**config.mk**
```make
export PLATFORM = sky130hd
export DESIGN_NAME = mcf_frame_link
export DESIGN_NICKNAME = d
export VERILOG_FILES = /design/src/mcf_pkg.sv /design/src/mcf_frame_link.sv
export VERILOG_INCLUDE_DIRS = /design/src /design/src/src
export SDC_FILE = /design/constraint.sdc
export NUM_CORES = 1
export LEC_CHECK = 0
export ABC_CLOCK_PERIOD_IN_PS = 5620
export BUFFER_PORTS_ARGS = -buffer_cell sky130_fd_sc_hd__buf_2
export CAP_MARGIN = 20
export CORE_MARGIN = 5
export CORE_UTILIZATION = 27
export DETAILED_ROUTE_END_ITERATION = 6
export HOLD_SLACK_MARGIN = 0.06
export PLACE_DENSITY = 0.5
export SLEW_MARGIN = 20
export SYNTH_ARGS = -nofsm -noshare
export SYNTH_HDL_FRONTEND = slang
export SYNTH_SLANG_ARGS = --single-unit
```
**constraint.sdc**
```tcl
create_clock -name ref_clk -period 5.62 [get_ports ref_clk]
set_input_delay 1.686 -clock ref_clk [delete_from_list [all_inputs] [get_ports ref_clk]]
set_output_delay 1.686 -clock ref_clk [all_outputs]
set_load 0.01 [all_outputs]
```
**src/mcf_regs.svh**
```systemverilog
`ifndef MCF_REGS_SVH
`define MCF_REGS_SVH
// Frame lengths in bytes
`define MCF_SER_LEN 4'd9
`define MCF_CAN_LEN 4'd7
// Reply lengths in bytes
`define MCF_SER_RPL_LEN 4'd9
`define MCF_CAN_RPL_LEN 4'd6
// Status codes
`define MCF_ST_OK 8'h64
`define MCF_ST_CSUM 8'h01
`define MCF_ST_BADCMD 8'h02
// Byte positions inside a serial command frame
`define MCF_POS_ADDR 4'd0
`define MCF_POS_CSUM 4'd8
// Reset value of the configured address
`define MCF_ADDR_RST 8'h01
`endif

```
**src/mcf_pkg.sv**
```systemverilog
package mcf_pkg;
	typedef enum logic [3:0] {
		MCF_RX = 4'b0001,
		MCF_EXEC = 4'b0010,
		MCF_TX = 4'b0100,
		MCF_DONE = 4'b1000
	} mcf_state_type;
endpackage

```
**src/mcf_frame_link.sv**
```systemverilog
// Summary of operation
// - Device only answers received commands
// - Execute first, then send one reply; bad checksum replied at once, unexecuted
// - Drive bus only while replying
// - Core is cmd, type, bank, value
// - Serial frame adds address and checksum
// - Value field sent MSB first
// - Command checksum sums all prior bytes
// - CAN commands lack address and checksum
// - CAN reply lacks address and checksum
// - Reply order fixed; status 100 success
// - Reply checksum is wrapping byte sum
// - Status codes 100,1,2..6 as defined
`timescale 1ns/10ps
`default_nettype none
`include "mcf_regs.svh"
module mcf_frame_link (
	// Clock and reset
	input wire logic ref_clk,
	input wire logic rst,
	// Configuration
	input wire logic can_mode,
	input wire logic [7:0] module_addr,
	input wire logic [7:0] reply_addr,
	// Received byte stream from the link
	input wire logic rx_valid,
	input wire logic [7:0] rx_byte,
	// Command to the executor
	output logic cmd_valid,
	output logic [7:0] cmd_number,
	output logic [7:0] cmd_type,
	output logic [7:0] cmd_bank,
	output logic [31:0] cmd_value,
	// Result from the executor
	input wire logic res_valid,
	input wire logic [7:0] res_status,
	input wire logic [31:0] res_value,
	// Transmit byte stream to the link
	output logic tx_valid,
	input wire logic tx_ready,
	output logic [7:0] tx_byte,
	output logic tx_enable
);
	import mcf_pkg::*;

	// ==========================================
	// Helpers
	function automatic logic [7:0] pick_byte(input logic [31:0] w, input logic [1:0] i);
		// MSB first: index 0 is bits 31:24
		pick_byte = w[8'(31 - 8 * i) -: 8];
	endfunction

	// ==========================================
	// State
	mcf_state_type state, next_state;
	logic [3:0] count, next_count;
	logic [7:0] sum, next_sum;
	logic [7:0] frame [0:8];
	logic [7:0] next_frame [0:8];
	logic [7:0] status, next_status;
	logic [31:0] value, next_value;
	logic [7:0] out_byte, next_out_byte;
	logic cmd_pulse, next_cmd_pulse;

	logic [3:0] len;
	logic [3:0] rlen;
	logic [3:0] core;
	logic last_rx;
	// serial frames carry address and checksum
	assign len = can_mode ? `MCF_CAN_LEN : `MCF_SER_LEN;
	// CAN reply drops address and checksum
	assign rlen = can_mode ? `MCF_CAN_RPL_LEN : `MCF_SER_RPL_LEN;
	// CAN frames start directly with the command core
	assign core = can_mode ? 4'd0 : 4'd1;
	assign last_rx = rx_valid && (count == len - 4'd1);

	// Reply byte at position count, checksum taken from running sum
	function automatic logic [7:0] reply_byte(input logic [3:0] k, input logic cm, input logic [7:0] ra,
		input logic [7:0] ma, input logic [7:0] st, input logic [7:0] cn, input logic [31:0] v,
		input logic [7:0] s);
		logic [3:0] j;
		j = cm ? k + 4'd2 : k;
		case (j)
			4'd0: reply_byte = ra;
			4'd1: reply_byte = ma;
			4'd2: reply_byte = st;
			4'd3: reply_byte = cn;
			4'd4, 4'd5, 4'd6, 4'd7: reply_byte = pick_byte(v, 2'(j - 4'd4));
			default: reply_byte = s;
		endcase
	endfunction

	always_comb begin
		next_state = state;
		next_count = count;
		next_sum = sum;
		next_frame = frame;
		next_status = status;
		next_value = value;
		next_out_byte = out_byte;
		next_cmd_pulse = 1'b0;
		case (state)
			MCF_RX: begin
				// nothing leaves the device until a full frame arrives
				if (rx_valid) begin
					next_frame[count] = rx_byte;
					next_count = count + 4'd1;
					// modulo-256 sum over every byte before the checksum
					next_sum = sum + rx_byte;
					if (last_rx) begin
						next_count = 4'd0;
						next_sum = 8'h00;
						if (!can_mode && frame[`MCF_POS_ADDR] != module_addr) begin
							next_state = MCF_RX;
						end else if (!can_mode && rx_byte != sum) begin
							next_status = `MCF_ST_CSUM;
							next_value = 32'h0000_0000;
							next_state = MCF_TX;
						end else begin
							next_cmd_pulse = 1'b1;
							next_state = MCF_EXEC;
						end
					end
				end
			end
			MCF_EXEC: begin
				// the reply waits for the executor's result
				if (res_valid) begin
					next_status = res_status;
					next_value = res_value;
					next_state = MCF_TX;
				end
			end
			MCF_TX: begin
				// reply order; CAN skips address and checksum
				next_out_byte = reply_byte(count, can_mode, reply_addr, module_addr, status,
					frame[core], value, sum);
				next_state = MCF_DONE;
			end
			MCF_DONE: begin
				if (tx_ready) begin
					// wrapping sum of the bytes already sent
					next_sum = sum + out_byte;
					next_count = count + 4'd1;
					next_state = MCF_TX;
					if (count == rlen - 4'd1) begin
						next_count = 4'd0;
						next_sum = 8'h00;
						next_state = MCF_RX;
					end
				end
			end
			default: begin
				next_state = MCF_RX;
				next_count = 4'd0;
			end
		endcase
	end

	always_ff @(posedge ref_clk) begin
		if (rst) begin
			state <= MCF_RX;
			count <= 4'd0;
			sum <= 8'h00;
			status <= `MCF_ST_OK;
			value <= 32'h0000_0000;
			out_byte <= 8'h00;
			cmd_pulse <= 1'b0;
			for (int i = 0; i < 9; i++) begin
				frame[i] <= 8'h00;
			end
		end else begin
			state <= next_state;
			count <= next_count;
			sum <= next_sum;
			status <= next_status;
			value <= next_value;
			out_byte <= next_out_byte;
			cmd_pulse <= next_cmd_pulse;
			frame <= next_frame;
		end
	end

	// ==========================================
	// Outputs
	// core fields; value assembled MSB first
	assign cmd_valid = cmd_pulse;
	// command number kept for the reply echo
	assign cmd_number = frame[core];
	assign cmd_type = frame[core + 4'd1];
	assign cmd_bank = frame[core + 4'd2];
	assign cmd_value = {frame[core + 4'd3], frame[core + 4'd4], frame[core + 4'd5], frame[core + 4'd6]};
	assign tx_enable = (state == MCF_TX) || (state == MCF_DONE);
	assign tx_valid = (state == MCF_DONE);
	assign tx_byte = out_byte;
endmodule
`default_nettype wire

```
==> metrics <==
status=finished clean; share of the synthesized area in the top cell type=35.9%; hpwl dp=around 18000 um; post-synth net total=between 800 and 900; syn_area_per_cell=approximately 9 sq um; Slew HR=between 30% and 40%; CTS root buf=clkbuf_16; crit-path max cell delay=between 0.3 and 0.4 ns; Syn. warnings=0; first-pass GRT wire length=between 30000 and 40000 um; Clock Power Share=between 30% and 40%; Buffers on Ports=136; vias in the first global route=approximately 6200; Core Area=0.0261 sq mm; combinational share of power=between 20% and 30%; Synth Instances=between 700 and 800; critical path data arrival time=~3 ns; final net count=990; reg2reg path depth=6; Buf/Inv on CP=3; CTS H-tree depth=4; fin crit share=about 82%; initial antenna violation count=2; largest net degree at the start of global routing=between 50 and 60; Worst Tran Pin Value=just under 1 ns; post-CTS resize count=0; GR Util All Layers=15.9%; crit path max fanout=57; Initial Utilization=between 20 and 30%; CTS tree=yes; grt ovf=0; worst r2r dst=tx_byte[2]; Power Dens Cells=342 mW/mm^2; DP Area=0.00805 sq mm; Synth area leaders=dfxtp_1, mux2_2, a21oi_1; setup TNS=0 ns; Worst path slowest cell=mux2_2; Int Pwr=roughly 1.9 mW; Clk pin slew, worst setup/hold paths=roughly 0.06 ns; row cnt=59; RSZ-0062 raised after global routing=false; VDD IR max=about 0.26 mV; CTS Buf Count=17; fin crit period=about 4.6 ns; final WL=between 20000 and 25000 um; via count=between 6000 and 7000; Antenna diodes=0; Cell Area, Synth=0.00719 sq mm; Die ar.=approximately 0.03 sq mm; Hold WC Path Type=reg2reg; Die Y=roughly 170 um; fraction of registers with async set/reset=0%; Hold Slack=0.462 ns; area grow syn2layout=20.1%; most used cell, CP=buf_2; final setup violation count=0; cell type with the largest total area after synthesis=dfxtp_1; Max Slew Vio Count=0; max cap viols=0; clock skew=0.0124 ns; Max Fclk=approximately 220 MHz; sequential power share=35.5%; Via density=around 5.2; startpoint of the worst register-to-register path=count[1]; chip width=~170 um; endpoint type of the worst setup path=output port; drc violations=0; layout cells sized above 1=between 20 and 30%; Finished Cell Area=approximately 0.0086 sq mm; switching share of power=36.3%; DRT antenna net count=0; clk_lat worst skew=0.43 ns; Post-synth EDFFs=0; CTS Hold Bufs=0; Critical Setup Path Class=in2out; CP startpoint kind=input pin; WP depth=4; setup bufs post-CTS=0; CP Capture Point=cmd_value[20]; static leakage=roughly 3.6 nW; crit path cell chain=buf_2, buf_12, mux2_2, buf_2; switching power=approximately 1.1 mW; FF-to-FF setup slack=around 2.4 ns; Worst setup startpoint=can_mode; initial drt markers=between 400 and 500; Wirelength per Cell=19.5 um; family with the most delay on the worst path=buffers and inverters; Hold Vio Cnt, Final=0; clock tree buffer depth=2; ys flop type=dfxtp_1; Synth cell types=81; TritonRoute pass-1 iters=4; Seq cells post-synth=between 100 and 150; Placer Congestion=between 0.7 and 0.8; IO Count=approximately 140; required time worst endpoint=slightly below 4 ns; CTS Sinks=approximately 130; sequential area share after synthesis=35.9%
Yosys cell counts (all sizes together), types with 15 or more instances:
library cell / count
a21oi: 80
a22o: 37
buf: 26
clkbuf: 38
dfxtp: 129
ha: 19
mux2: 64
mux2i: 15
nand2: 88
nand3: 73
nor2: 29
layer usage:
layer / routed length [um] / GRT usage, % / share of wire [%]
met1: 11600 / 21.6 / 47
met2: 11200 / 25.5 / 46
met3: 1150 / 3.65 / 4.7
met4: 394 / 4.32 / 1.6
met5: 15 / 0 / 0.062
area by class of cell:
class,count,area [sq um]
Clock buffer,17,425
Clock inverter,15,151
Fill cell,2782,17500
Inverter,14,52.6
Multi-Input combinational cell,588,4210
Sequential cell,129,2580
Tap cell,335,419
Timing Repair Buffer,149,791
power by group through the flow:
stage	clock [mW]	sequential [mW]	combinational (mW)
6_report	1.10	1.05	0.806
5_1_grt	1.16	1.06	0.889
4_1_cts	1.12	1.05	0.805
3_5_place_dp	0	1.07	0.800
3_3_place_gp	0	1.07	0.800
2_1_floorplan	0	1.03	0.596
sequential cells by signal, indices dropped and copies added, names as in the netlist:
name,cells
cmd_valid,1
count,4
frame,64
state,4
status,8
sum,8
tx_byte,8
value,32
layout by cell type, fill, tap and decap left out, drive strengths merged, types with 15 or more instances in the layout:
master	synthesis	layout
buf	26	149
dfxtp	129	129
nand2	88	88
a21oi	80	80
nand3	73	73
mux2	64	64
a22o	37	37
nor2	29	29
inv	13	27
ha	19	19
clkbuf	38	17
mux2i	15	15
stage by stage:
| step | power [mW] | instances | setup slack (ns) | util (%) |
|---|---|---|---|---|
| floorplan | 1.62 | 795 | 0.782 | - |
| global placement | 1.87 | 1215 | 1.01 | 30.8 |
| detailed placement | 1.87 | 1215 | 0.993 | 30.8 |
| CTS | 2.98 | 1247 | 0.993 | 33.0 |
| global route | 3.11 | 1247 | 0.959 | 33.0 |
| finish | 2.95 | 1247 | 1.00 | 33.0 |
how the worst min path moves through the flow:
stage	cells after the start	start	slack [ns]	end
floorplan	2	frame[10]	0.43	frame[10]
global placement	2	frame[12]	0.45	frame[12]
detailed placement	2	frame[12]	0.45	frame[12]
CTS	2	frame[10]	0.46	frame[10]
global route	2	frame[12]	0.48	frame[12]
finish	2	frame[10]	0.46	frame[10]
worst register-to-register path: stages, from the launching register on:
cell      delay [ns]
dfxtp_1         0.70
ha_1            0.39
nand2_1         0.13
xor2_1          0.72
o221ai_1        0.25
a311oi_1        0.72
o31ai_1         0.14
kinds of logic after synthesis:
family	count (synthesis)	share of synthesized area, %
compound gates	207	20.4
simple gates	258	18.7
mux	82	13.1
xor+xnor	20	2.44
buf+inv	78	5.64
fa+ha+maj	21	3.87
flops	129	35.9
(Power assumes the default switching activity.)
